## src/tdmf_defines.svh

```systemverilog
// Purpose: offsets, field positions, reset values and counts of the framer
// Assumes: included by its bare name
// Notes: definitions only
`ifndef TDMF_DEFINES_SVH
`define TDMF_DEFINES_SVH
// Avalon byte addresses
`define TDMF_REG_CTRL 4'h0
`define TDMF_REG_STAT 4'h4
`define TDMF_REG_JUST 4'h8
`define TDMF_REG_RATE 4'hC
// Control fields
`define TDMF_CTRL_W 15
`define TDMF_CTRL_RST 15'h01FF
`define TDMF_CTRL_ALMEN 9
`define TDMF_CTRL_SYNC 10
`define TDMF_CTRL_LMASTER 11
`define TDMF_CTRL_RATEEN 12
`define TDMF_CTRL_MSEL 13
// Pending justification fields
`define TDMF_JUST_W 12
`define TDMF_JUST_DADV 0
`define TDMF_JUST_DRET 3
`define TDMF_JUST_AADV 6
`define TDMF_JUST_ARET 9
// Frame geometry
`define TDMF_COLS 9'h10E
`define TDMF_ROWS 4'h9
`define TDMF_C1_COL 9'h007
`define TDMF_SPE_COL 9'h010
`define TDMF_T1_TRIBS 7'h1C
`define TDMF_E1_TRIBS 7'h15
`define TDMF_H3_ROW 4'h3
`define TDMF_LR_ROW 4'h4
`define TDMF_V3_SUB 2'h2
`define TDMF_V4_SUB 2'h3
// Nominal tributary clocks per frame pulse period
`define TDMF_NOM_T1 16'h0304
`define TDMF_NOM_E1 16'h0400
`define TDMF_NOM_DS3 16'h5760
`define TDMF_NOM_E3 16'h4320
`endif

```

## src/tdmf_pkg.sv

```systemverilog
// Purpose: types shared by the tributary bus framer
// Assumes: nothing
// Notes: constants live in tdmf_defines.svh
package tdmf_pkg;
   typedef enum logic [2:0] {TRIB_T1, TRIB_E1, TRIB_TVT15, TRIB_TVT2,
      TRIB_DS3, TRIB_E3, TRIB_FRAC, TRIB_NONE} tdmf_trib_type;
   typedef struct packed {
      logic [15:0] count;
      logic [7:0] phaseCount;
      logic phaseRun;
      logic [1:0] code;
      logic [7:0] phase;
   } tdmf_meter_type;
   typedef struct packed {
      logic [2:0] clkSync;
      logic [2:0] fpSync;
      logic [2:0] tribSync;
      logic [2:0][9:0] addSync;
      logic clkLvl;
      logic fpLvl;
      logic tribLvl;
      logic [1:0] sub;
      logic [3:0] row;
      logic [8:0] col;
      logic [1:0] speSel;
      logic [6:0] speIdx;
      logic locked;
      logic [14:0] ctrl;
      logic [11:0] pend;
      logic [7:0] advCount;
      logic [7:0] retCount;
      logic [2:0] almCap;
      logic waitReq;
      logic [31:0] rdata;
      logic [7:0] dropData;
      logic dropPl;
      logic dropV5;
      logic addJust;
      logic alarmOut;
   } tdmf_state_type;
endpackage

```

## src/tdmf_framer.sv

```systemverilog
// Purpose: tributary bus frame timing, justification and link rate octets
// Assumes: bus pins are sampled by the 125 MHz system clock
// Notes: Avalon-MM slave with waitrequest, word registers
//
// The Avalon-MM slave port and the register offsets are this design's own decisions.
`timescale 1ns/1ns
`default_nettype none
`include "tdmf_defines.svh"

// Function
// - Frame pulse marks C1, row 1 column 7
// - Payload only in SPE columns 16-270
// - Three independent SPEs, one type each
// - Columns 16-18 empty for VT-sized types
// - T1 tributaries repeat every 84 columns
// - E1 tributaries repeat every 63 columns
// - Everything timed to bus clock, frame pulse
// - Fast source sends extra octet in V3/H3
// - Slow source leaves octet after V3/H3 empty
// - Drop timing always sourced by the PHY
// - Link master: PHY times from arrivals
// - Speed-up request high during V3/H3
// - Slow-down request high after V3/H3
// - Synchronous mode fixes V5, no floating
// - Link rate optional, never for transparent VTs
// - T1/E1 clock count code 00/01/1x
// - Phase is bus edges to tributary edge
// - DS3/E3 rate octet: alarm, 0, code
// - DS3/E3 code steps of four clocks; here the code only tells equal, more or fewer than nominal
// - Alarm bit high means alarm present
// - Alarm passes through, supported types only
module tdmf_framer
   import tdmf_pkg::*;
(
   input wire logic clock,
   input wire logic rst,
   input wire logic busReferenceClock,
   input wire logic inputFramePulse,
   input wire logic tributaryClock,
   input wire logic [7:0] addData,
   input wire logic addPayloadValidIndicator,
   input wire logic addTributaryV5Indicator,
   input wire logic [7:0] dropPayload,
   input wire logic [3:0] address,
   input wire logic read,
   input wire logic write,
   input wire logic [31:0] writedata,
   output logic [31:0] readdata,
   output logic waitrequest,
   output logic [7:0] dropData,
   output logic dropPayloadValidIndicator,
   output logic dropTributaryV5Indicator,
   output logic addJustRequest,
   output logic tributaryAlarmFlag
);
   tdmf_state_type s_q, s_d;
   logic [1:0] clockCountCode;
   logic [7:0] phase;
   logic busTick;
   logic frameEvt;
   logic tribTick;
   logic [15:0] nominal;
   tdmf_trib_type measType;

   ////////////////////////////////////////////////////////////////////////
   // Per-SPE helpers
   // Selector value 3 is not an SPE and decodes as unused

   function automatic tdmf_trib_type speType(input logic [14:0] c,
                                             input logic [1:0] sel);
      logic [2:0] f;
      f = 3'h0;
      case (sel)
         2'h0: f = c[2:0];
         2'h1: f = c[5:3];
         2'h2: f = c[8:6];
         default: f = 3'h7;
      endcase
      return tdmf_trib_type'(f);
   endfunction

   ////////////////////////////////////////////////////////////////////////
   // Rate measurement of the selected tributary

   always_comb begin
      measType = speType(s_q.ctrl, s_q.ctrl[`TDMF_CTRL_MSEL +: 2]);
      case (measType)
         TRIB_T1: nominal = `TDMF_NOM_T1;
         TRIB_E1: nominal = `TDMF_NOM_E1;
         TRIB_DS3: nominal = `TDMF_NOM_DS3;
         TRIB_E3: nominal = `TDMF_NOM_E3;
         default: nominal = 16'h0000;
      endcase
   end

   // One meter serves the selected SPE; a meter per SPE would triple the
   // counters for a figure that software reads one SPE at a time
   tdmf_rate_meter meter (
      .clock(clock),
      .rst(rst),
      .busTick(busTick),
      .frameEvt(frameEvt),
      .tribTick(tribTick),
      .nominal(nominal),
      .clockCountCode(clockCountCode),
      .phase(phase)
   );

   ////////////////////////////////////////////////////////////////////////
   // Next state

   always_comb begin
      tdmf_trib_type t;
      logic vt, transparent_virtual_tributary, ds, sync;
      logic [6:0] w;
      logic firstCol, secondCol, row1, inSpe;
      logic jAdv, jRet, lrOct, v5Oct, base, pl;
      logic [2:0] spe1h;
      logic [9:0] addS;
      logic [7:0] lrByte;
      t = TRIB_NONE;
      vt = 1'b0;
      transparent_virtual_tributary = 1'b0;
      ds = 1'b0;
      sync = 1'b0;
      w = 7'h00;
      firstCol = 1'b0;
      secondCol = 1'b0;
      row1 = 1'b0;
      inSpe = 1'b0;
      jAdv = 1'b0;
      jRet = 1'b0;
      lrOct = 1'b0;
      v5Oct = 1'b0;
      base = 1'b0;
      pl = 1'b0;
      spe1h = 3'h0;
      addS = 10'h000;
      lrByte = 8'h00;
      s_d = s_q;

      // Pins pass three flops; a level counts once stages two and three
      // agree, which also rejects single-sample glitches
      // Limitation: tributary clocks above about 30 MHz alias here
      s_d.clkSync = {s_q.clkSync[1:0], busReferenceClock};
      s_d.fpSync = {s_q.fpSync[1:0], inputFramePulse};
      s_d.tribSync = {s_q.tribSync[1:0], tributaryClock};
      // Add octets share the depth so they line up with the rise event
      s_d.addSync[0] = {addPayloadValidIndicator, addTributaryV5Indicator,
                        addData};
      s_d.addSync[1] = s_q.addSync[0];
      s_d.addSync[2] = s_q.addSync[1];
      if (s_q.clkSync[1] == s_q.clkSync[2]) begin
         s_d.clkLvl = s_q.clkSync[2];
      end
      if (s_q.fpSync[1] == s_q.fpSync[2]) begin
         s_d.fpLvl = s_q.fpSync[2];
      end
      if (s_q.tribSync[1] == s_q.tribSync[2]) begin
         s_d.tribLvl = s_q.tribSync[2];
      end
      busTick = s_d.clkLvl & ~s_q.clkLvl;
      tribTick = s_d.tribLvl & ~s_q.tribLvl;
      frameEvt = busTick & s_d.fpLvl;
      addS = s_q.addSync[2];

      // Octet position, forced to C1 when the pulse is seen
      // Free running between pulses; a lost pulse keeps the old alignment
      if (frameEvt) begin
         s_d.sub = 2'h0;
         s_d.row = 4'h1;
         s_d.col = `TDMF_C1_COL;
         s_d.locked = 1'b1;
      end else if (busTick) begin
         if (s_q.col == `TDMF_COLS) begin
            s_d.col = 9'h001;
            if (s_q.row == `TDMF_ROWS) begin
               s_d.row = 4'h1;
               s_d.sub = s_q.sub + 2'h1;
            end else begin
               s_d.row = s_q.row + 4'h1;
            end
         end else begin
            s_d.col = s_q.col + 9'h001;
         end
      end
      // SPE number varies fastest, then the SPE column
      // SPE column index steps once per three octets from column 16
      if (busTick) begin
         if (s_d.col == `TDMF_SPE_COL) begin
            s_d.speSel = 2'h0;
            s_d.speIdx = 7'h00;
         end else if (s_q.speSel == 2'h2) begin
            s_d.speSel = 2'h0;
            s_d.speIdx = s_q.speIdx + 7'h01;
         end else begin
            s_d.speSel = s_q.speSel + 2'h1;
         end
      end

      // Decode the octet now on the bus
      t = speType(s_q.ctrl, s_d.speSel);
      inSpe = s_d.col >= `TDMF_SPE_COL;
      vt = (t == TRIB_T1) | (t == TRIB_E1) | (t == TRIB_TVT15) |
           (t == TRIB_TVT2);
      transparent_virtual_tributary = (t == TRIB_TVT15) | (t == TRIB_TVT2);
      ds = (t == TRIB_DS3) | (t == TRIB_E3);
      sync = s_q.ctrl[`TDMF_CTRL_SYNC] & ((t == TRIB_T1) | (t == TRIB_E1));
      w = ((t == TRIB_T1) | (t == TRIB_TVT15)) ? `TDMF_T1_TRIBS :
          `TDMF_E1_TRIBS;
      firstCol = (s_d.speIdx != 7'h00) && (s_d.speIdx <= w);
      secondCol = (s_d.speIdx > w) && (s_d.speIdx <= (w << 1));
      row1 = s_d.row == 4'h1;
      spe1h = 3'h1 << s_d.speSel;
      // Justification octets of VT-sized and DS3/E3 maps
      jAdv = inSpe & ((vt & row1 & (s_d.sub == `TDMF_V3_SUB) & firstCol) |
             (ds & (s_d.row == `TDMF_H3_ROW) & (s_d.speIdx == 7'h00)));
      jRet = inSpe & ((vt & row1 & (s_d.sub == `TDMF_V3_SUB) & secondCol) |
             (ds & (s_d.row == `TDMF_H3_ROW) & (s_d.speIdx == 7'h01)));
      // No justification for T1/E1 in synchronous mode
      jAdv = jAdv & ~sync;
      jRet = jRet & ~sync;
      // Link rate octet: V4 for T1/E1, after H3 for DS3/E3
      lrOct = inSpe & ((vt & ~transparent_virtual_tributary & row1 & (s_d.sub == `TDMF_V4_SUB) &
              firstCol) | (ds & (s_d.row == `TDMF_LR_ROW) &
              (s_d.speIdx == 7'h00)));
      // V5 held in the octet following V1
      v5Oct = inSpe & vt & row1 & (s_d.sub == 2'h0) & secondCol;
      base = inSpe & (t != TRIB_NONE) & ~(vt & (s_d.speIdx == 7'h00)) &
             ~(vt & row1 & firstCol) & ~(ds & (s_d.speIdx == 7'h00));
      // column 16-18 excluded above for VT-sized maps
      // Fixed overhead octets never carry payload, whatever is pending

      if (busTick) begin
         // Drop side: this device sets the timing
         pl = base;
         if (jAdv && s_q.pend[`TDMF_JUST_DADV + s_d.speSel]) begin
            pl = 1'b1;
            s_d.pend[`TDMF_JUST_DADV + s_d.speSel] = 1'b0;
         end
         if (jRet && s_q.pend[`TDMF_JUST_DRET + s_d.speSel]) begin
            pl = 1'b0;
            s_d.pend[`TDMF_JUST_DRET + s_d.speSel] = 1'b0;
         end
         // Rate octet carries the code only for the measured SPE
         // Other SPEs send a zero code, which reads as nominal
         if (s_q.ctrl[`TDMF_CTRL_RATEEN] && !transparent_virtual_tributary &&
             (s_d.speSel == s_q.ctrl[`TDMF_CTRL_MSEL +: 2])) begin
            lrByte[5:4] = clockCountCode;
            lrByte[3:0] = ds ? 4'h0 : phase[3:0];
         end
         // Alarm passes unchanged; zero when not supported
         lrByte[7] = s_q.ctrl[`TDMF_CTRL_ALMEN] & ~transparent_virtual_tributary &
                     |(s_q.almCap & spe1h);
         lrByte[6] = 1'b0;
         s_d.dropPl = pl;
         s_d.dropData = pl ? dropPayload : (lrOct ? lrByte : 8'h00);
         s_d.dropV5 = v5Oct;

         // Add side, PHY as timing master
         s_d.addJust = 1'b0;
         if (!s_q.ctrl[`TDMF_CTRL_LMASTER]) begin
            if (jAdv && s_q.pend[`TDMF_JUST_AADV + s_d.speSel]) begin
               s_d.addJust = 1'b1;
               s_d.pend[`TDMF_JUST_AADV + s_d.speSel] = 1'b0;
            end
            if (jRet && s_q.pend[`TDMF_JUST_ARET + s_d.speSel]) begin
               s_d.addJust = 1'b1;
               s_d.pend[`TDMF_JUST_ARET + s_d.speSel] = 1'b0;
            end
         end else begin
            // Link master: timing taken from arrivals
            // Counters wrap; software reads them as running totals
            if (jAdv && addS[9]) begin
               s_d.advCount = s_q.advCount + 8'h01;
            end
            if (jRet && !addS[9]) begin
               s_d.retCount = s_q.retCount + 8'h01;
            end
         end
         // Capture the alarm bit of the incoming rate octet
         if (lrOct && !transparent_virtual_tributary) begin
            s_d.almCap = (s_q.almCap & ~spe1h) | (addS[7] ? spe1h : 3'h0);
         end
      end
      // A one-hot mask keeps selector value 3 from indexing past the flags
      s_d.alarmOut = s_q.ctrl[`TDMF_CTRL_ALMEN] &
                     |(s_q.almCap & (3'h1 << s_q.ctrl[`TDMF_CTRL_MSEL +: 2]));

      ////////////////////////////////////////////////////////////////////
      // Avalon slave: answer one cycle after the request, act at release
      // One wait state keeps readdata registered; an access takes two cycles
      // and a write lands on the edge that samples waitrequest low

      s_d.waitReq = 1'b1;
      if ((read || write) && s_q.waitReq) begin
         s_d.waitReq = 1'b0;
         s_d.rdata = 32'h00000000;
         if (read) begin
            case (address)
               `TDMF_REG_CTRL: s_d.rdata[14:0] = s_q.ctrl;
               `TDMF_REG_STAT: s_d.rdata = {16'h0000, s_q.locked, s_q.sub,
                  s_q.row, s_q.col};
               `TDMF_REG_JUST: s_d.rdata = {s_q.retCount, s_q.advCount,
                  4'h0, s_q.pend};
               `TDMF_REG_RATE: s_d.rdata = {16'h0000, 3'h0, s_q.almCap,
                  clockCountCode, phase};
               default: s_d.rdata = 32'h00000000;
            endcase
         end
      end else if (write && !s_q.waitReq) begin
         case (address)
            `TDMF_REG_CTRL: s_d.ctrl = writedata[14:0];
            // Set after the hardware clear so a new request is kept
            `TDMF_REG_JUST: s_d.pend = s_d.pend | writedata[11:0];
            default: s_d.pend = s_d.pend;
         endcase
      end
   end

   ////////////////////////////////////////////////////////////////////////
   // State register
   // Position starts at row 1, column 1 until the first pulse aligns it

   always_ff @(posedge clock or posedge rst) begin
      if (rst) begin
         s_q <= '0;
         s_q.ctrl <= `TDMF_CTRL_RST;
         s_q.waitReq <= 1'b1;
         s_q.row <= 4'h1;
         s_q.col <= 9'h001;
      end else begin
         s_q <= s_d;
      end
   end

   assign readdata = s_q.rdata;
   assign waitrequest = s_q.waitReq;
   assign dropData = s_q.dropData;
   assign dropPayloadValidIndicator = s_q.dropPl;
   assign dropTributaryV5Indicator = s_q.dropV5;
   assign addJustRequest = s_q.addJust;
   assign tributaryAlarmFlag = s_q.alarmOut;
endmodule // tdmf_framer
`default_nettype wire

```

## src/tdmf_rate_meter.sv

```systemverilog
// Purpose: tributary clock count and phase against the frame pulse
// Assumes: ticks are one-cycle events on the system clock
// Notes: count compared with the nominal figure at each frame event
`timescale 1ns/1ns
`default_nettype none
module tdmf_rate_meter
   import tdmf_pkg::*;
(
   input wire logic clock,
   input wire logic rst,
   input wire logic busTick,
   input wire logic frameEvt,
   input wire logic tribTick,
   input wire logic [15:0] nominal,
   output logic [1:0] clockCountCode,
   output logic [7:0] phase
);
   tdmf_meter_type s_q, s_d;

   always_comb begin
      s_d = s_q;
      if (frameEvt) begin
         // Nominal 00, more 01, fewer 10
         if (s_q.count == nominal) begin
            s_d.code = 2'h0;
         end else if (s_q.count > nominal) begin
            s_d.code = 2'h1;
         end else begin
            s_d.code = 2'h2;
         end
         s_d.count = 16'h0000;
         s_d.phaseCount = 8'h00;
         s_d.phaseRun = 1'b1;
      end else begin
         if (tribTick) begin
            s_d.count = s_q.count + 16'h0001;
         end
         if (s_q.phaseRun && busTick) begin
            s_d.phaseCount = s_q.phaseCount + 8'h01;
         end
      end
      // Bus edges from frame pulse to next tributary edge
      if (tribTick && s_q.phaseRun && !frameEvt) begin
         s_d.phase = s_q.phaseCount;
         s_d.phaseRun = 1'b0;
      end
   end

   always_ff @(posedge clock or posedge rst) begin
      if (rst) begin
         s_q <= '0;
      end else begin
         s_q <= s_d;
      end
   end

   assign clockCountCode = s_q.code;
   assign phase = s_q.phase;
endmodule // tdmf_rate_meter
`default_nettype wire
```

## config.mk

```make
export PLATFORM = sky130hd
export DESIGN_NAME = tdmf_framer
export DESIGN_NICKNAME = d
export VERILOG_FILES = /design/src/tdmf_pkg.sv /design/src/tdmf_framer.sv /design/src/tdmf_rate_meter.sv
export VERILOG_INCLUDE_DIRS = /design/src
export SDC_FILE = /design/constraint.sdc
export NUM_CORES = 1
export LEC_CHECK = 0
export BUFFER_PORTS_ARGS = -buffer_cell sky130_fd_sc_hd__buf_2
export CAP_MARGIN = 15
export CORE_ASPECT_RATIO = 1.25
export CORE_MARGIN = 4
export CORE_UTILIZATION = 50
export CTS_CLUSTER_DIAMETER = 50
export CTS_CLUSTER_SIZE = 12
export DETAILED_ROUTE_END_ITERATION = 10
export PLACE_DENSITY_LB_ADDON = 0.1
export SYNTH_ARGS = -nofsm -noshare
export SYNTH_HDL_FRONTEND = slang
export SYNTH_SLANG_ARGS = --single-unit
```

## constraint.sdc

```tcl
create_clock -name clock -period 6.3 [get_ports clock]
set_input_delay 0 -clock clock [delete_from_list [all_inputs] [get_ports clock]]
set_output_delay 0 -clock clock [all_outputs]
set_load 0.02 [all_outputs]
```

=== After elaboration in Yosys (flattened, before gate mapping) ===
Index checks and enable logic that the tools add are counted.

* Flip-flop bits (word level): 193
* Input port bits: 61
* Output and inout port bits: 45
* Logic and storage cells: 271

* Add/sub/neg operators: 12
* Magnitude comparators: 13
* Equality and inequality tests: 31
* Shifts and indexed selects: 2
* Multiplexer cells: 72
* Bitwise logic cells: 67
* Reductions and logical operators: 42

{| class="wikitable"
|+ Operator list
! cell !! count
|-
| two-way mux 12 bit || 12
|-
| one-hot mux 15 bit (4 select lines) || 2
|-
| AND 12 bit || 4
|-
| two-way mux 8 bit || 5
|-
| AND 1 bit || 36
|-
| NOT 12 bit || 3
|-
| one-hot mux 17 bit (2 select lines) || 1
|-
| two-way mux 33 bit || 1
|-
| two-way mux 16 bit || 2
|-
| two-way mux 32 bit || 1
|-
| two-way mux 31 bit || 1
|-
| two-way mux 15 bit || 2
|-
| two-way mux 9 bit || 3
|-
| adder 8 x 1 -> 8 bit (second input constant) || 3
|-
| two-way mux 24 bit || 1
|-
| logical AND 1 bit || 20
|-
| two-way mux 1 bit || 18
|-
| one-hot mux 3 bit (3 select lines) || 2
|-
| adder 16 x 1 -> 16 bit (second input constant) || 1
|-
| equality test 16 x 15 -> 1 bit || 1
|-
| greater-than comparator 16 x 15 -> 1 bit || 1
|-
| binary-select mux 1 bit (select 4 bit) || 3
|-
| demux 1 bit (select 4 bit) || 3
|-
| equality test 3 bit (second input constant) || 4
|-
| other kinds (59) || 109
|}

=== Longest topological paths before layout ===
* Word-level depth: 38
* Gate-level depth with buffers: 24
* Mapped depth without buffers: 22

=== By module ===
From an unflattened synthesis, not the netlist that was laid out.

* Cell total of the unflattened synthesis: 1026
* Area, all modules: 9890.7 µm²

{| class="wikitable"
|+ By module, submodules not included
! module !! times used !! cells each !! area an instance (µm²) !! sequential area each (µm²)
|-
| tdmf_framer || 1 || 812 || 7870.0 || 3368.2
|-
| tdmf_rate_meter || 1 || 214 || 2020.7 || 875.8
|}

=== Least setup slack after synthesis ===
OpenSTA, ideal clock, no wires.

* Path type: register to register
* Start: reg s_q[101] in the netlist's numbering
* End: reg s_q, in the netlist dropData[0]
* Library setup time: 0.092 ns
* Arrival: 5.894 ns
* Required time: 6.208 ns
* Slack: 0.314 ns
* Cell stages (with the launch flop): 23
* Path buffers: 1
* Period minus slack after synthesis: 5.986 ns
* Cell sequence: dfstp_2 -> ha_1 -> nand4b_1 -> or4_1 -> o211ai_1 -> or4_4 -> nor2_8 -> o31ai_1 -> inv_1 -> ha_1 -> a221oi_1 -> and3_1 -> inv_1 -> ha_1 -> or2_2 -> a32o_1 -> maj3_1 -> o21ba_2 -> o21a_1 -> a2111o_1 -> o31a_1 -> buf_6 -> o31ai_2

{| class="wikitable"
|+ RTL lines
! element !! line !! RTL
|-
| start, declared || tdmf_framer.sv:56 || <nowiki>tdmf_state_type s_q, s_d;</nowiki>
|}

==> results_dict.tcl <==
set metrics [dict create \
    outcome "finished clean" \
    ys.flop_type "dfrtp_1" \
    placed_cells 1189 \
    syn_inst 933 \
    place_congestion 0.896 \
    hold_class "in -> reg" \
    clock-root-buffer "clkbuf_16" \
    cp_common_cell "ha_1" \
    cts_tree "done" \
    postRouteWirelength_um 24600 \
    cts_buffers 17 \
    dr.pass1.iters 5 \
    worstSetupPathType "reg -> reg" \
    post-route-util 0.580 \
    skew_ns 0.00935 \
    core_um2 18700 \
    cp_data_required_time_ns 6.64 \
    cap_viol_max_count 0 \
    worst_slew_pin_slew_ns 0.972 \
    layout_worst_path_cycle_share 0.942 \
    grt_pass1_vias 7404 \
    synth_nets 1021 \
    clock-sinks 169 \
    antenna_found_initial 0 \
    p_clk_frac 0.336 \
    overflow 0 \
    synth_edf_count 0 \
    crit_path_max_incr_delay_ns 0.60 \
    peakVddDrop_mv 0.165 \
    fin_cells 1250 \
    portBuffers 80 \
    area_delta_synth_final_pct 14.0 \
    ios 106 \
    fillers 1621 \
    relSlewSlack 0.350 \
    hpwl_um 17700 \
    async_flop_share 1.00 \
    final_cell_mix "157 x dfrtp_1, 83 x nand2_1, 80 x buf_2, 56 x nor2_1, 45 x o21ai_0" \
    slew_viol_final 0 \
    h-tree-depth 4 \
    chipHeight_um 162 \
    wl_per_cell_um 19.7 \
    p_switching_uw 1050 \
    yosysWarnings 0 \
    r2r_slack_ns 0.36 \
    yosys_register_bits 169 \
    cts_buffer_depth 2 \
    p_leak_uw 0.00493 \
    clk_pin_slew_ns 0.06 \
    fp.dieW_um 131 \
    num_vias 7520 \
    syn-cell-area_um2 9520 \
    crit_fanout 9 \
    end_kind "register" \
    yosysSeqAreaShare 0.446 \
    hold_viol 0 \
    initial_utilization 0.509 \
    clock_latency_ns 0.43 \
    grt_pass1_wl_um 40300 \
    grt_max_degree 95 \
    timing.hold.ws_ns 0.0310 \
    worst_setup_path_start_kind "register" \
    slowest_stage "dfstp_2" \
    row_count 56 \
    crit_chain "ha_2 -> nand4b_1 -> or4_1 -> o211ai_1 -> or4_4 -> nor2_8 -> o31ai_4 -> inv_2 -> ha_1 -> a221oi_1 -> and3_1 -> inv_1 -> ha_1 -> or2_2 -> a32o_1 -> maj3_1 -> o21ba_2 -> o21a_1 -> a2111o_1 -> o31a_2 -> o31ai_2" \
    final_common_cell "dfrtp_1" \
    ant_nets 0 \
    ys_types 81 \
    p_per_area_nw_per_um2 288 \
    drive_above_1_share 0.227 \
    nNetsFinal 1094 \
    grtUsageTotal 0.239 \
    avgSynthCellArea_um2 10.2 \
    fin_setup_tns_ns 0 \
    antennaDiodeCount 0 \
    seqPwrFrac 0.417 \
    combPwrFrac 0.247 \
    min_period_ns 5.94 \
    swShare 0.336 \
    intPower_uw 2080 \
    die_area_um2 21300 \
    cts_setup_buffers 0 \
    max_freq_mhz 168 \
    setup_viol 0 \
    drt_iter0_drc 499 \
    via_per_inst 6.02 \
    drc 0 \
    cp.arrival_ns 6.27 \
]
## power by group through the flow
stage	logic [uW]	registers, uW	clock network [uW]
after floorplan	575	1250	0
after global placement	733	1320	0
after detailed placement	742	1320	0
after CTS	761	1300	1080
after global routing	859	1310	1130
final	771	1300	1050
## kinds of logic after synthesis
logic type               synth area share
buffers and inverters              0.0684
AO/OA/AOI/OAI                       0.167
flip-flops                          0.446
XOR/XNOR                           0.0423
adder cells (fa/ha/maj)            0.0398
multiplexers                       0.0560
AND/OR/NAND/NOR                     0.180
## Yosys cell counts (15+ instances only)
master    count  area share
a22o_1       30       0.028
xnor2_1      16       0.015
nor3_1       24       0.013
a22oi_1      17       0.013
xor2_1       30       0.028
ha_1         27       0.036
and3_1       15      0.0099
nand4_1      18       0.012
nor4_1       16       0.011
o31ai_1      16       0.013
mux2_2       34       0.040
nand2_1      83       0.033
dfrtp_1     157        0.41
buf_4        41       0.032
nand3_1      28       0.015
clkbuf_1     28       0.011
nor2_1       56       0.022
o21ai_0      45       0.024
a21oi_1      18      0.0095
inv_1        39       0.015
## registers in the layout, indices dropped and copies added, names as in the netlist, named ones only
name                       flops
s_q                           76
readdata                      32
meter.s_q                     25
s_d                           10
dropData                       8
meter.phase                    8
meter.clockCountCode           2
addJustRequest                 1
dropPayloadValidIndicator      1
dropTributaryV5Indicator       1
tributaryAlarmFlag             1
waitrequest                    1
## path summary, 6_finish.rpt
path | startpoint | end | cells past startpoint
worst max-delay path | s_q[101]$_DFF_PP1_ | dropData[6]$_DFFE_PP0N_ | 21
worst max register to register | s_q[101]$_DFF_PP1_ | dropData[6]$_DFFE_PP0N_ | 21
worst min register to register | s_d[153]$_DFF_PP0_ | s_d[154]$_DFF_PP0_ | 0
worst min-delay path | write | waitrequest$_DFF_PP1_ | 3
max in group asynchronous | rst | s_q[49]$_DFFE_PP0P_ | 4
min in group asynchronous | rst | readdata[28]$_DFFE_PP0P_ | 3
## worst max-delay path, delay by kind of cell, from the launching register on
family | cells | cell delay [ns]
fa+ha+maj | 4 | 1.14
buf+inv | 2 | 0.15
simple gates | 6 | 1.62
flops | 1 | 0.60
compound gates | 9 | 2.32
## metal layers
| layer | part of all wire | routed length [um] | GRT usage |
|---|---|---|---|
| met5 | 0 | 0 | 0 |
| met4 | 0.023 | 574 | 0.0840 |
| met3 | 0.051 | 1260 | 0.0366 |
| met2 | 0.50 | 12200 | 0.408 |
| met1 | 0.43 | 10500 | 0.311 |
## per-stage QoR
step / worst slack (ns) / power, uW / area (um2)
after floorplan: 0.314 / 1830 / 9520
final: 0.364 / 3130 / 10800
after detailed placement: 0.143 / 2060 / 9920
after global placement: 0.263 / 2050 / 9920
after CTS: 0.107 / 3140 / 10800
after global routing: -0.00951 / 3300 / 10800
## layout make-up
cell class	count	area, um2	share of cell area
Multi-Input combinational cell	643	4680	0.432
Inverter	40	158	0.0145
Tap cell	232	290	0.0268
Clock inverter	14	161	0.0149
Sequential cell	169	4240	0.391
Timing Repair Buffer	135	888	0.0819
Clock buffer	17	425	0.0392
## repair_timing
| item | CTS | global route |
|---|---|---|
| gates resized for setup | 0 | 8 |
| hold endpoints to repair | 124 | 0 |
| setup endpoints to repair | 0 | 30 |
| hold buffers | 30 | 0 |
Note: power is estimated with default switching activity, not from simulation.
